### config.mk
export PLATFORM = sky130hd
export DESIGN_NAME = tic_input_capture
export DESIGN_NICKNAME = d
export VERILOG_FILES = /design/src/include/tic_pkg.sv /design/src/tic_prescaler.sv /design/src/tic_noise_filter.sv /design/src/tic_input_capture.sv
export SDC_FILE = /design/constraint.sdc
export NUM_CORES = 1
export LEC_CHECK = 0
export BUFFER_PORTS_ARGS = -buffer_cell sky130_fd_sc_hd__buf_2
export CORE_MARGIN = 3
export CORE_UTILIZATION = 31
export CTS_BUF_LIST = sky130_fd_sc_hd__clkbuf_16
export CTS_CLUSTER_DIAMETER = 80
export CTS_CLUSTER_SIZE = 24
export DETAILED_ROUTE_END_ITERATION = 6
export GPL_TIMING_DRIVEN = 0
export PLACE_DENSITY = 0.46
export SETUP_SLACK_MARGIN = 0.05
export SLEW_MARGIN = 30
export SYNTH_ARGS = -nofsm -noshare
export SYNTH_HDL_FRONTEND = slang
export SYNTH_SLANG_ARGS = --single-unit
### constraint.sdc
create_clock -name sys_clk -period 2.4 [get_ports sys_clk]
set_input_delay 0.12 -clock sys_clk [delete_from_list [all_inputs] [get_ports sys_clk]]
set_output_delay 0.12 -clock sys_clk [all_outputs]
set_load 0.005 [all_outputs]
### src/include/tic_pkg.sv
// Package: addresses, fields, reset values and types of the timer input capture unit
package tic_pkg;

  // Register addresses on the 8-bit I/O bus
  localparam logic [7:0] ADDR_CTRL_A = 8'h80;
  localparam logic [7:0] ADDR_CTRL_B = 8'h81;
  localparam logic [7:0] ADDR_CAP_LO = 8'h86;
  localparam logic [7:0] ADDR_CAP_HI = 8'h87;
  localparam logic [7:0] ADDR_FLAGS  = 8'h36;
  localparam logic [7:0] ADDR_MASK   = 8'h6F;

  // Field positions
  localparam int CTRLB_FILT_BIT = 7;
  localparam int CTRLB_EDGE_BIT = 6;
  localparam int CTRLB_RSVD_BIT = 5;
  localparam int CTRLB_WGM_LSB  = 3;
  localparam int CTRLB_CS_LSB   = 0;
  localparam int CTRLA_WGM_LSB  = 0;
  localparam int FLAG_BIT       = 5;
  localparam int MASK_BIT       = 5;

  // Writable bits of timer_control_b
  localparam logic [7:0] CTRLB_WR_MASK = 8'hDF;

  // Reset values
  localparam logic [7:0]  BYTE_RESET   = 8'h00;
  localparam logic [1:0]  WGM_LO_RESET = 2'h0;
  localparam logic [15:0] WORD_RESET   = 16'h0000;

  // Prescaler and filter sizes
  localparam int PRESC_WIDTH    = 10;
  localparam int DIV8_LOG       = 3;
  localparam int DIV64_LOG      = 6;
  localparam int DIV256_LOG     = 8;
  localparam int DIV1024_LOG    = 10;
  localparam int FILTER_SAMPLES = 4;

  // Clock source codes
  typedef enum logic [2:0] {
    CS_STOP     = 3'b000,
    CS_DIV1     = 3'b001,
    CS_DIV8     = 3'b010,
    CS_DIV64    = 3'b011,
    CS_DIV256   = 3'b100,
    CS_DIV1024  = 3'b101,
    CS_EXT_FALL = 3'b110,
    CS_EXT_RISE = 3'b111
  } tic_cs_e;

endpackage

### src/tic_prescaler.sv
// Prescaler and clock source select producing the counter tick
`timescale 1ns/1ps
module tic_prescaler #(
  parameter int WIDTH = tic_pkg::PRESC_WIDTH
) (
  // Clock and reset
  input  wire logic            sys_clk,
  input  wire logic            sys_rst,
  input  wire logic            clkEn,
  // Control
  input  wire tic_pkg::tic_cs_e clockSourceSelect,
  input  wire logic            externalCountPin,
  // Tick
  output logic                 countTick
);
  import tic_pkg::*;

  typedef struct packed {
    logic [WIDTH-1:0] div;
    logic [1:0]       extSync;
    logic             extPrev;
  } tic_presc_s;

  tic_presc_s q;
  tic_presc_s d;

  always_comb begin
    d         = q;
    d.div     = q.div + 1'b1;
    d.extSync = {q.extSync[0], externalCountPin};
    d.extPrev = q.extSync[1];
  end

  always_ff @(posedge sys_clk) begin
    if (sys_rst) begin
      q <= '0;
    end else if (clkEn) begin
      q <= d;
    end
  end

  always_comb begin
    unique case (clockSourceSelect)
      CS_STOP:     countTick = 1'b0;
      CS_DIV1:     countTick = 1'b1;
      CS_DIV8:     countTick = &q.div[DIV8_LOG-1:0];
      CS_DIV64:    countTick = &q.div[DIV64_LOG-1:0];
      CS_DIV256:   countTick = &q.div[DIV256_LOG-1:0];
      CS_DIV1024:  countTick = &q.div[DIV1024_LOG-1:0];
      CS_EXT_FALL: countTick = q.extPrev & ~q.extSync[1];
      CS_EXT_RISE: countTick = ~q.extPrev & q.extSync[1];
    endcase
  end

endmodule // tic_prescaler

### src/tic_noise_filter.sv
// Input synchroniser with optional four-sample noise filter
`timescale 1ns/1ps
module tic_noise_filter #(
  parameter int SAMPLES = tic_pkg::FILTER_SAMPLES
) (
  // Clock and reset
  input  wire logic sys_clk,
  input  wire logic sys_rst,
  input  wire logic clkEn,
  // Input and control
  input  wire logic rawIn,
  input  wire logic filterEn,
  // Filtered level
  output logic      level
);
  import tic_pkg::*;

  typedef struct packed {
    logic [1:0]         sync;
    logic [SAMPLES-1:0] hist;
    logic               out;
  } tic_filt_s;

  tic_filt_s q;
  tic_filt_s d;

  always_comb begin
    d      = q;
    d.sync = {q.sync[0], rawIn};
    d.hist = {q.hist[SAMPLES-2:0], q.sync[1]};
    if (&q.hist) begin
      d.out = 1'b1;
    end else if (~|q.hist) begin
      d.out = 1'b0;
    end
  end

  always_ff @(posedge sys_clk) begin
    if (sys_rst) begin
      q <= '0;
    end else if (clkEn) begin
      q <= d;
    end
  end

  assign level = filterEn ? q.out : q.sync[1];
endmodule // tic_noise_filter

### src/tic_input_capture.sv
// Input capture unit of a 16-bit timer with control register B and byte access
//
// What this block does
// A selected edge on the capture input copies the whole 16-bit counter into the capture register.
// The capture flag rises in the same clock in which the counter is stored.
// With the interrupt enable set the flag requests an interrupt and clears when serviced.
// Writing one to the flag bit clears the flag and writing zero leaves it alone.
// Reading the low byte loads the high byte into the shared latch, read later at the high address.
// The capture register is writable only while the waveform mode uses it as TOP.
// With the noise filter on, the level changes only after four equal samples.
// The edge select bit picks a falling edge at zero and a rising edge at one.
// While the capture register is TOP the capture input is cut off and no captures happen.
// Bit 5 of control register B reads as zero and software writes it as zero.
// Clock select zero gives the counter no clock, so it stops.
// Codes 001 to 101 count at the I/O clock divided by 1, 8, 64, 256 and 1024.
// Code 110 counts falling and code 111 rising edges of the external count pin.
// Bits 4 and 3 of control register B are the upper two waveform mode bits.
// A 16-bit write puts the high byte in the latch first; the low write moves both at once.
// The capture input is synchronised and edges found by comparing with the previous sample.
// A select input from the comparator block picks the pin or the comparator as source.
`timescale 1ns/1ps
module tic_input_capture (
  // Clock and reset
  input  wire logic        sys_clk,
  input  wire logic        sys_rst,
  input  wire logic        clkEn,
  // I/O bus
  input  wire logic [7:0]  ioAddr,
  input  wire logic        ioWrite,
  input  wire logic        ioRead,
  input  wire logic [7:0]  ioWdata,
  output logic      [7:0]  ioRdata,
  // Capture sources
  input  wire logic        capturePin,
  input  wire logic        comparatorOutput,
  input  wire logic        comparatorSelect,
  // Count clock pin
  input  wire logic        externalCountPin,
  // Interrupt handshake
  input  wire logic        irqAck,
  output logic             captureIrq,
  // Timer value
  output logic      [15:0] counterValue
);
  import tic_pkg::*;

  typedef struct packed {
    logic [1:0]  wgmLo;
    logic [7:0]  ctrlB;
    logic [15:0] capture;
    logic [7:0]  temp;
    logic        flag;
    logic        irqEn;
    logic [15:0] counter;
    logic        prevLevel;
    logic [7:0]  rdata;
  } tic_state_s;

  tic_state_s q;
  tic_state_s d;

  logic       rawSource;
  logic       level;
  logic       countTick;
  logic [3:0] wgm;
  logic       icrTop;
  logic       rising;
  logic       falling;
  logic       capEvent;
  logic       wrCtrlA;
  logic       wrCtrlB;
  logic       wrCapLo;
  logic       wrCapHi;
  logic       wrFlags;
  logic       wrMask;
  logic       rdCapLo;
  tic_cs_e    csField;

  // Source select and conditioning
  assign rawSource = comparatorSelect ? comparatorOutput : capturePin;

  tic_noise_filter #(
    .SAMPLES (FILTER_SAMPLES)
  ) u_filter (
    .sys_clk  (sys_clk),
    .sys_rst  (sys_rst),
    .clkEn    (clkEn),
    .rawIn    (rawSource),
    .filterEn (q.ctrlB[CTRLB_FILT_BIT]),
    .level    (level)
  );

  assign csField = tic_cs_e'(q.ctrlB[CTRLB_CS_LSB +: 3]);

  tic_prescaler #(
    .WIDTH (PRESC_WIDTH)
  ) u_presc (
    .sys_clk           (sys_clk),
    .sys_rst           (sys_rst),
    .clkEn             (clkEn),
    .clockSourceSelect (csField),
    .externalCountPin  (externalCountPin),
    .countTick         (countTick)
  );

  // Waveform mode and capture trigger
  assign wgm = {q.ctrlB[CTRLB_WGM_LSB +: 2], q.wgmLo};
  assign icrTop = wgm[3] & ~wgm[0];

  assign rising  = level & ~q.prevLevel;
  assign falling = ~level & q.prevLevel;
  assign capEvent = ~icrTop &
                    (q.ctrlB[CTRLB_EDGE_BIT] ? rising : falling);

  // Bus decode
  assign wrCtrlA = ioWrite && (ioAddr == ADDR_CTRL_A);
  assign wrCtrlB = ioWrite && (ioAddr == ADDR_CTRL_B);
  assign wrCapLo = ioWrite && (ioAddr == ADDR_CAP_LO);
  assign wrCapHi = ioWrite && (ioAddr == ADDR_CAP_HI);
  assign wrFlags = ioWrite && (ioAddr == ADDR_FLAGS);
  assign wrMask  = ioWrite && (ioAddr == ADDR_MASK);
  assign rdCapLo = ioRead && (ioAddr == ADDR_CAP_LO);

  always_comb begin
    d = q;
    d.prevLevel = level;

    // Counter
    if (countTick) begin
      if (icrTop && (q.counter == q.capture)) begin
        d.counter = WORD_RESET;
      end else begin
        d.counter = q.counter + 16'h0001;
      end
    end

    // Control registers
    if (wrCtrlA) begin
      d.wgmLo = ioWdata[CTRLA_WGM_LSB +: 2];
    end
    if (wrCtrlB) begin
      d.ctrlB = ioWdata & CTRLB_WR_MASK;
    end
    if (wrMask) begin
      d.irqEn = ioWdata[MASK_BIT];
    end

    // Shared high-byte latch
    if (wrCapHi) begin
      d.temp = ioWdata;
    end
    if (rdCapLo) begin
      d.temp = q.capture[15:8];
    end

    // Capture register
    if (wrCapLo && icrTop) begin
      d.capture = {q.temp, ioWdata};
    end
    if (capEvent) begin
      d.capture = q.counter;
    end

    // Flag: set wins over any clear
    if ((wrFlags && ioWdata[FLAG_BIT]) || irqAck) begin
      d.flag = 1'b0;
    end
    if (capEvent) begin
      d.flag = 1'b1;
    end

    // Read data
    if (ioRead) begin
      unique case (ioAddr)
        ADDR_CTRL_A: d.rdata = {6'h00, q.wgmLo};
        ADDR_CTRL_B: d.rdata = q.ctrlB;
        ADDR_CAP_LO: d.rdata = q.capture[7:0];
        ADDR_CAP_HI: d.rdata = q.temp;
        ADDR_FLAGS:  d.rdata = {2'h0, q.flag, 5'h00};
        ADDR_MASK:   d.rdata = {2'h0, q.irqEn, 5'h00};
        default:     d.rdata = BYTE_RESET;
      endcase
    end
  end

  always_ff @(posedge sys_clk) begin
    if (sys_rst) begin
      q.wgmLo     <= WGM_LO_RESET;
      q.ctrlB     <= BYTE_RESET;
      q.capture   <= WORD_RESET;
      q.temp      <= BYTE_RESET;
      q.flag      <= 1'b0;
      q.irqEn     <= 1'b0;
      q.counter   <= WORD_RESET;
      q.prevLevel <= 1'b0;
      q.rdata     <= BYTE_RESET;
    end else if (clkEn) begin
      q <= d;
    end
  end

  assign ioRdata      = q.rdata;
  assign counterValue = q.counter;
  assign captureIrq   = q.flag & q.irqEn;

  // Checks
  logic capStrobe;
  assign capStrobe = capEvent & clkEn;
endmodule // tic_input_capture

After elaboration in Yosys (flattened, before gate mapping) --
Cells that the tools add are included.
Word-level totals: register bits 80, input port bits 26, output and inout bits 25
Cells by class: $add $sub $neg 2, eq/ne operators 15, muxes and demuxes 14, bitwise logic cells 13, reductions and logical operators 30
Operators by type and width (number):
- $mux 16 | 3
- $pmux 8 s6 | 1
- $eq 8x8->1 const B | 4
- $reduce_and 2->1 | 9
- $add 16x1->16 const B | 1
- $eq 16x16->1 | 1
- $mux 8 | 2
- $eq 3x3->1 const B | 4
- $add 10x1->10 const B | 1
- $logic_and 1x1->1 | 10
- $reduce_and 10->1 | 1
- $eq 8x6->1 const B | 1
- $eq 8x7->1 const B | 1
- $pmux 1 s8 | 1
- $reduce_and 8->1 | 1
- $and 1x1->1 | 7
- $mux 1 | 7
- $eq 3x2->1 const B | 2
- $not 1->1 | 6
- $reduce_and 6->1 | 1
- $reduce_bool 2->1 | 3
- $reduce_and 4->1 | 1
- $reduce_or 4->1 | 1
- $eq 3x1->1 const B | 1
- 4 further kinds | 4

Depth between registers and ports, before layout --
Gate-level depths: netlist of the first run.
word-level depth 7, depth in mapped cells 9, gate-level depth less buffers 8

By module --
A second synthesis of the first run with hierarchy kept.
Second synthesis, totals: cell total of the unflattened synthesis 464, area, all modules 4235.3 µm²
By module, submodules not included:
- tic_input_capture | instances 1, cells an instance 369, area each 3344.5 µm²
- tic_prescaler | instances 1, cells an instance 70, area each 616.8 µm²
- tic_noise_filter | instances 1, cells an instance 25, area each 274.0 µm²

Least setup slack after synthesis of the first run --
Ideal clock, no wire load.
path type reg2reg, start point register u_presc.q[3] (netlist bit), end point register q (netlist bit counterValue[14]), library setup time 87 ps, arrival time 1888 ps, required time 2313 ps, slack 425 ps, cell stages (with the launch flop) 10, path buffers 1, period minus slack after synthesis 1975 ps, cell sequence dfxtp_1 ha_1 ha_1 nor4bb_1 a211o_1 a311oi_2 buf_4 and2_1 a31oi_1 o31ai_1
On the way: cells in the longest elaborated chain, start to end 3, elaborated cells between the ends (all ways) 6, those cells by class 1 x mux; 5 x reduce/logical
Ends and longest elaborated chain:
- start: declaration | line tic_prescaler.sv:24 | tic_presc_s q;
- start signal: assignment | line tic_prescaler.sv:36 | q <= '0;
- start signal: assignment | line tic_prescaler.sv:38 | q <= d;
- $reduce_and 10->1, or another cell as far along | line tic_prescaler.sv:49 | CS_DIV1024: countTick = &q.div[DIV1024_LOG-1:0];
- $pmux 1 s8 (*) | line tic_prescaler.sv:43 | unique case (clockSourceSelect)
- $reduce_and 2->1 (no source line) (*)
- end: declaration | line tic_input_capture.sv:59 | tic_state_s q;
Every way passes the cells marked *; elsewhere a longest branch is shown, timed or not. A chain may end at the register's enable or synchronous reset.

Worst setup path after layout of the first run --
start point register u_presc.q[3] (netlist bit), end point register q (netlist bit counterValue[3])
The elaborated chain is that of the path after synthesis.

==> impl_metrics.toml, run 1 <==
[drt]
vias = 3810
viasPerCell = 5.11
drc_errors = 0
ant_nets = 0
drt_first_pass_iters = 4
drtIter0Drc = 235
finalWirelength_um = 12300
avgRoutedWirePerCell_um = 16.5

[timing]
fin_ws_ps = 248
whs_ps = 8.03
finalSetupViolCount = 0
min_period_over_period_pct = 89.7
layout_min_cycle_time_ps = 2150
worst_pin_slew_ps = 853
fin_setup_tns_ps = 0
slew_violations = 0
rsz0062_at_grt = "true"
relSlewSlack_pct = 43.1
hold_viol = 0
fmax_ghz = 0.465
clock_skew_ps = 8.94

[yosys]
ys_seq_elements = 80
synth_top_area_share_pct = 37.1
ys_seq_area_share_pct = 37.1
avgSynthCellArea_um2 = 8.60
dominantRegCellSynth = "dfxtp_1"
synth_common_cells = "dfxtp_1, nand2_1, nor2_1"
syn_inst = 502
synth_area_leaders = "dfxtp_1, mux2i_1, nand2_1"
synth_edf_count = 0
syn-num-nets = 531
ys_async_sr_fraction_pct = 0
yosys.cell_count.top_type = "dfxtp_1"
yosysWarnings = 0
synth_area_um2 = 4320
yosysTopAreaCell = "dfxtp_1"
ys_types = 57

[global_routing]
grtUsageTotal_pct = 16.8
grt_max_degree = 15
grt_pass1_wl_um = 19600
grt_pass1_vias = 3654
grt.overflow.total = 0
grt_antenna_before_repair = 0

[clocking]
clock_latency_ps = 350
clock-sinks = 80
clkSlewWorstSetupHoldPaths_ps = 60
hold_buffers = 0
htree_levels = 3
cts_buffers = 9
cts_tree = "yes"
cts.path.max_buffers = 2
cts_root_buf = "clkbuf_16"

[floorplanning]
initial_utilization_pct = 32.1
row_count = 42
dieArea_um2 = 15400
ios = 51
core_area_um2 = 13500
fp.dieW_um = 124
die_y_um = 124

[setup_path]
worstPathArrival_ps = 2410
crit_chain = "ha_1 -> ha_1 -> nor4bb_2 -> a211o_1 -> a21oi_1 -> nor2_2 -> nand2_1 -> buf_4 -> o31ai_1"
cp-start-kind = "flip-flop"
critPathMostFrequentCell = "ha_1"
cp_slowest_stage_delay_ps = 370
slowest_stage = "dfxtp_1"
rrSetupSlack_ps = 250
path_delay_family = "simple AND/OR/NAND/NOR gates"
worstPathRequired_ps = 2660
path_max_fanout = 10
crit_buf_inv = 1
path_class = "reg2reg"
worst_setup_path_end_kind = "flip-flop"

[job]
maxCapViolations = 0

[placed_design]
dp_hpwl_um = 9130
place_congestion = 0.813
io_buffer_count = 47
pre_cts_ws_ps = -14.2

[power_and_ir_drop]
power_leakage_nw = 1.92
ir_worst_vdd_mv = 0.349
pwr_density_cell_nw_per_um2 = 565

[layout]
fillers = 1450
regArea_um2 = 1600
multi_input_area_um2 = 2350
diodes = 0
drive_gt1_share_pct = 23.7
syn2layout_area_growth_pct = 18.3
nets = 593

[run_status]
outcome = "finished, final reports clean"

[worst_hold_path]
hold_path_class = "in2reg"
[layout by cell type, fill, tap and decap left out, types with 3 or more instances in the layout]
| master | n |
|---|---|
| o31ai_1 | 9 |
| a21oi_1 | 16 |
| xor2_1 | 5 |
| a311oi_1 | 10 |
| buf_1 | 4 |
| inv_1 | 6 |
| a311oi_2 | 14 |
| mux2i_1 | 24 |
| a31oi_1 | 8 |
| buf_4 | 34 |
| clkbuf_16 | 9 |
| and4_1 | 3 |
| nand2_1 | 64 |
| a22oi_1 | 8 |
| nor3_1 | 4 |
| clkinvlp_4 | 4 |
| and3_1 | 6 |
| xnor2_1 | 17 |
| nand3_1 | 22 |
| clkbuf_1 | 13 |
| nor2_1 | 61 |
| nand4_1 | 9 |
| or3_1 | 3 |
| and2_1 | 13 |
| buf_6 | 4 |
| dfxtp_1 | 80 |
| o21ai_0 | 14 |
| a22o_1 | 4 |
| a221oi_1 | 3 |
| buf_2 | 54 |
| a211oi_1 | 4 |
| ha_1 | 3 |
[what timing repair did]
item | 4_1_cts | 5_1_grt
endpoints found under the hold margin | 0 | 0
setup buffers | 0 | 5
gates resized for setup | 1 | 4
pin swaps | 0 | 4
setup endpoints to repair | 4 | 22
[report_power, final]
part / leakage, nW / internal, mW / switching [mW]
combinational: 1.16 / 0.0821 / 0.141
clock: 0.122 / 0.698 / 0.591
sequential: 0.647 / 1.35 / 0.0228
[registers in the layout, indices dropped and copies added, names as in the netlist]
name / cells
u_filter.d: 5
u_presc.q: 11
u_presc.d: 2
csField: 3
ioRdata: 8
u_filter.q: 2
q: 33
counterValue: 16
[path summary, 6_finish.rpt]
path,from,to,cells past startpoint
setup / recovery,u_presc.q[3],counterValue[3],9
hold / removal,externalCountPin,u_presc.d[2],3
hold reg to reg,ioRdata[6],ioRdata[6],2
setup reg to reg,u_presc.q[3],counterValue[3],9
[logic make-up (layout without fill, tap and decap cells)]
group                    after synthesis  in the layout  synth area share [%]
AO/OA/AOI/OAI                        103            103                  19.8
XOR/XNOR                              22             22                  4.46
adder cells (fa/ha/maj)                3              3                 0.869
buffers and inverters                 65            132                  9.01
flip-flops                            80             80                  37.1
multiplexers                          24             24                  5.56
AND/OR/NAND/NOR                      205            205                  23.2
[metrics by stage]
| stage | power, mW | instance area [µm²] | instances | util, % |
|---|---|---|---|---|
| 2_1_floorplan | 1.54 | 4320 | 502 | - |
| 3_3_place_gp | 1.62 | 4770 | 725 | 35.5 |
| 3_5_place_dp | 1.62 | 4770 | 725 | 35.5 |
| 4_1_cts | 2.92 | 5060 | 741 | 37.6 |
| 5_1_grt | 3.01 | 5110 | 745 | 38.0 |
| 6_report | 2.89 | 5110 | 745 | 38.0 |
[worst min-delay path, stage by stage]
cell     delay, ps
buf_2           70
mux2i_1         60
nor2_1          70
[cell type report]
type,instances,area share (%)
multi-input combinational,357,46.1
sequential,80,31.3
buffer,57,7.08
timing repair buffer,52,5.34
clock buffer,9,4.41
tap,176,4.31
clock inverter,7,0.931
inverter,7,0.514
[per-layer routing]
layer,part of all wire [%],vias to the layer above,global-route usage (%)
li1,-,1903,-
met2,48,66,27.3
met4,1.0,0,4.04
met5,0,-,0
met3,4.4,11,4.72
met1,47,1830,22.1
Power figures use the tool's default switching activity.
==> run 2: changes to the inputs <==
- ABC_AREA: default -> 1
==> run 2 against run 1 <==
Count of clock-buffer cells in the layout stayed put. Clock power is 15% higher. Cell count is 36% higher. Final area is 6.5% higher. Clock skew is 1.1 ps lower. Core utilization is 0.69 points lower.
==> impl_metrics.toml, run 2 <==
[run_status]
outcome = "finished, final reports clean"

[power_and_ir_drop]
pwr_density_cell_nw_per_um2 = 571
total_power_mw = 3.11
power_leakage_nw = 2.58
ir_worst_vdd_mv = 0.307

[layout]
layout.cells.most_common = "nand2_1"
mostFrequentLayoutCells = "nand2_1, nor2_1, dfxtp_1"
final_util_pct = 37.3
diodes = 0
syn2layout_area_growth_pct = 17.2
largest-register = "q"
largest_reg_flops = 33
drive_gt1_share_pct = 12.5
nets = 850

[yosys]
avgSynthCellArea_um2 = 6.10
ys_seq_area_share_pct = 34.5
yosysTopAreaCell = "dfxtp_1"
synth_top_area_share_pct = 34.5
dominantRegCellSynth = "dfxtp_1"
synth_common_cells = "nand2_1, nor2_1, dfxtp_1"
ys_seq_elements = 80
synth_edf_count = 0
synth_area_leaders = "dfxtp_1, nand2_1, nor2_1"
syn_inst = 760
syn-num-nets = 789
yosysWarnings = 0
ys_async_sr_fraction_pct = 0
synth_area_um2 = 4640
ys_types = 30
yosys.cell_count.top_type = "nand2_1"

[placed_design]
place_congestion = 0.930
io_buffer_count = 49
dp_hpwl_um = 11400

[clocking]
cts_buffers = 9
post_cts_buffers = 0
clock_latency_ps = 340
clkSlewWorstSetupHoldPaths_ps = 60
cts_resized = 0
cts.path.max_buffers = 2
cts_root_buf = "clkbuf_16"
cts_tree = "yes"
clock-sinks = 80
hold_buffers = 1
htree_levels = 3

[global_routing]
grt_pass1_vias = 4547
grtUsageTotal_pct = 18.1
grt_pass1_wl_um = 23500
grt_max_degree = 14
grt_antenna_before_repair = 0
grt.overflow.total = 0

[job]
maxCapViolations = 0

[setup_path]
worstPathArrival_ps = 2340
path_max_fanout = 10
rr_startpoint = "u_presc.q[3]"
cp-start-kind = "flip-flop"
worstPathRequired_ps = 2680
worst_setup_path_end_kind = "flip-flop"
path_class = "reg2reg"
reg2reg_depth = 10
crit_start = "u_presc.q[3]"

[timing]
fin_setup_tns_ps = 0
fmax_ghz = 0.485
relSlewSlack_pct = 51.0
layout_min_cycle_time_ps = 2060
hold_viol = 0
slew_violations = 0
worst_pin_slew_ps = 735
clock_skew_ps = 7.86
min_period_over_period_pct = 85.9
rsz0062_at_grt = "false"
finalSetupViolCount = 0

[drt]
drc_errors = 0
ant_nets = 0
wl_met3_um = 551
routed.top_layer = "met4"
finalWirelength_um = 14500
viasPerCell = 4.70
m1WireLength_um = 6780
dr_wl_met2_um = 7030
drt_first_pass_iters = 5
avgRoutedWirePerCell_um = 14.4
vias = 4750
drtIter0Drc = 250

[worst_hold_path]
hold_path_class = "in2reg"
hold_path_startpoint = "irqAck"
holdPathStages = 6

[floorplanning]
core_area_um2 = 14600
ios = 51
fp.dieW_um = 128
dieArea_um2 = 16500
die_y_um = 128
row_count = 44
initial_utilization_pct = 31.8
run 2: cell types whose count changed after synthesis, moves of 15 or more:
cell / change
nand2_1: +164
mux2i_1: -24
o21ai_0: +36
nor2_1: +61
inv_1: +71
nand3_1: +40
a21oi_1: +30
a311oi_2: -15
run 2: where the power goes:
group	switching, mW	leakage, nW	internal [mW]
clock	0.579	0.158	0.904
combinational	0.161	1.77	0.0795
sequential	0.0258	0.648	1.36
run 2: final timing paths:
path | end | slack, ps
worst max-delay path | counterValue[11] | 340
worst min-delay path | q[26] | 110
worst max register to register | counterValue[11] | 340
worst min register to register | q[54] | 450
run 2: area by class of cell:
cell class,instances,area [µm²]
fill,1581,9150
tap,184,230
clock inverter,7,88.8
clock buffer,9,225
multi-input combinational,549,2430
buffer,53,312
inverter,78,298
timing repair buffer,50,255
sequential,80,1600
run 2: cell families after synthesis:
family	share of synthesized area (%)
buffers and inverters	13.1
DFF	34.5
and+or+nand+nor	39.1
xor gates and xnor gates	1.32
adders and majority gates	0.809
AOI/OAI and AO/OA	11.2
run 2: critical path, stage by stage, from the launching register on:
cell and delay, ps:
dfxtp_1 330, ha_1 210, ha_1 190, nand2_1 70, a21oi_1 60, nand2_1 70, nand3_2 240, nand2_1 250
buf_1 390, a21oi_1 80, nor2_1 100
run 2: per-layer routing:
layer | GRT usage [%] | up-vias
li1 | - | 2495
met1 | 23.2 | 2149
met2 | 31.3 | 95
met3 | 3.78 | 11
met4 | 4.49 | 0
met5 | 0 | -
run 2: per-stage QoR:
| step | cells | hold WS, ps | cell area (µm²) | setup WS (ps) |
|---|---|---|---|---|
| after floorplan | 760 | 255 | 4640 | 789 |
| final | 1010 | 111 | 5440 | 339 |
| after detailed placement | 993 | 356 | 5110 | 333 |
| after CTS | 1010 | 99.3 | 5440 | 306 |
| after global placement | 993 | 347 | 5110 | 337 |
| after global routing | 1010 | 113 | 5440 | 73.7 |
==> run 3: changes to the inputs <==
- PLACE_DENSITY: 0.46 -> default
- clock period: 2.4 -> 2.6 ns (I/O delays scaled with it)
==> run 3 against run 2 <==
Core utilization up 0.069 points. Combinational power shrank 9.5%. Hold slack got worse by 84 ps. Largest cell class unchanged. Sequential cell count stayed put. Sequential power shrank 8%. Total power decreased by 5.8%. Global-route usage decreased by 1.8 points. Non-clock buffer count is 1 lower. Setup slack improved by 140 ps. Final area grew 0.18%. Critical path depth is the same.
==> impl_metrics.toml, run 3 (same netlist as run 2, synthesis figures left out) <==
[global_routing]
grt_pass1_wl_um = 21600
grt_antenna_before_repair = 0
grt.overflow.total = 0
met3_usage_pct = 2.32
grtUsageMet1_pct = 22.5
busiest_layer = "met2"
grt_max_degree = 14
grt_pass1_vias = 4318
grtUsageTotal_pct = 16.3
met2_usage_pct = 26.0

[floorplanning]
ios = 51
fp.dieW_um = 128
initial_utilization_pct = 31.8
core_area_um2 = 14600
row_count = 44
dieArea_um2 = 16500
die_y_um = 128

[clocking]
hold_buffers = 0
cts.path.max_buffers = 2
cts_buffers = 9
post_cts_buffers = 0
clock_latency_ps = 340
cts_root_buf = "clkbuf_16"
clkSlewWorstSetupHoldPaths_ps = 60
cts_tree = "yes"
htree_levels = 3
cts_resized = 0
clock-sinks = 80

[drt]
ant_nets = 0
viasPerCell = 4.71
drt_first_pass_iters = 5
avgRoutedWirePerCell_um = 13.1
finalWirelength_um = 13200
vias = 4747
drc_errors = 0
drtIter0Drc = 296

[timing]
fin_setup_tns_ps = 0
min_period_over_period_pct = 81.7
relSlewSlack_pct = 50.6
layout_min_cycle_time_ps = 2120
rsz0062_at_grt = "false"
whs_ps = 27.6
finalSetupViolCount = 0
fmax_ghz = 0.471
clock_skew_ps = 5.85
hold_viol = 0
slew_violations = 0
worst_pin_slew_ps = 741

[layout]
largest_reg_flops = 33
syn2layout_area_growth_pct = 17.4
layout.cells.most_common = "nand2_1"
drive_gt1_share_pct = 12.6
nets = 849
diodes = 0
mostFrequentLayoutCells = "nand2_1, nor2_1, dfxtp_1"
fillers = 1589
largest-register = "q"

[power_and_ir_drop]
switching_share_pct = 22.9
clockPowerShare_pct = 49.0
p_int_mw = 2.26
pwr_density_cell_nw_per_um2 = 537
ir_worst_vdd_mv = 0.306
power_leakage_nw = 2.58
pwr-share-seq_pct = 43.5
switchingPower_mw = 0.671
combPwrFrac_pct = 7.5

[worst_hold_path]
hold_path_class = "in2reg"

[placed_design]
io_buffer_count = 49
place_congestion = 0.903
dp_hpwl_um = 10200

[run_status]
outcome = "finished, final reports clean"

[setup_path]
path_max_fanout = 10
worstPathArrival_ps = 2390
worst_setup_path_end_kind = "flip-flop"
r2r-end = "counterValue[8]"
reg2reg_depth = 10
rrSetupSlack_ps = 480
rr_startpoint = "u_presc.q[3]"
crit_start = "u_presc.q[3]"
path_class = "reg2reg"
cp-start-kind = "flip-flop"
worstPathRequired_ps = 2870
endpoint = "counterValue[8]"

[job]
maxCapViolations = 0
==> run 3: worst min-delay path by stage <==
| stage | depth (start not counted) | from | to |
|---|---|---|---|
| detailed placement | 3 | externalCountPin | u_presc.d[2] |
| finish | 3 | externalCountPin | u_presc.d[2] |
| floorplan | 2 | externalCountPin | u_presc.d[2] |
| CTS | 3 | externalCountPin | u_presc.d[2] |
| global placement | 3 | externalCountPin | u_presc.d[2] |
| global route | 3 | externalCountPin | u_presc.d[2] |
==> run 3: worst max-delay path, cell delays in order, from the launching register on <==
cell and delay, ps:
dfxtp_1 330, ha_1 210, ha_1 190, nand2_1 60, a21oi_1 60, nand2_1 70, nand3_2 250, nand2_1 250
buf_1 420, a21oi_1 80, nor2_1 130
==> run 3: per-layer routing <==
metal  wire length (µm)  up-vias
met4                272        0
met2               5870      121
met1               6340     2112
met3                767       22
met5                  0        -
li1                   -     2492
==> run 3: cell type report <==
type                    instances  area [µm²]  share of cell area [%]
multi-input cells             549        2430                    44.6
flip-flops and latches         80        1600                    29.4
plain buffers                  53         312                    5.72
inverters                      78         298                    5.46
repair buffers                 49         245                    4.50
well taps                     184         230                    4.23
clock buffers                   9         225                    4.13
clock inverters                 6         109                    2.00
==> run 3: through the flow <==
step	setup WS, ps	cell area [µm²]	total power [mW]	utilization (%)	cells
after floorplan	989	4640	1.43	-	760
after global placement	560	5110	1.52	35.1	993
after detailed placement	529	5110	1.52	35.1	993
after CTS	511	5450	2.95	37.3	1008
after global routing	292	5450	3.04	37.3	1008
final	475	5450	2.93	37.3	1008
==> run 3: power by group through the flow <==
stage	Clock (mW)	Sequential, mW	Combinational, mW
finish	1.44	1.27	0.218
global placement	0	1.30	0.217
global route	1.52	1.28	0.248
CTS	1.46	1.27	0.220
detailed placement	0	1.30	0.218
floorplan	0	1.29	0.141
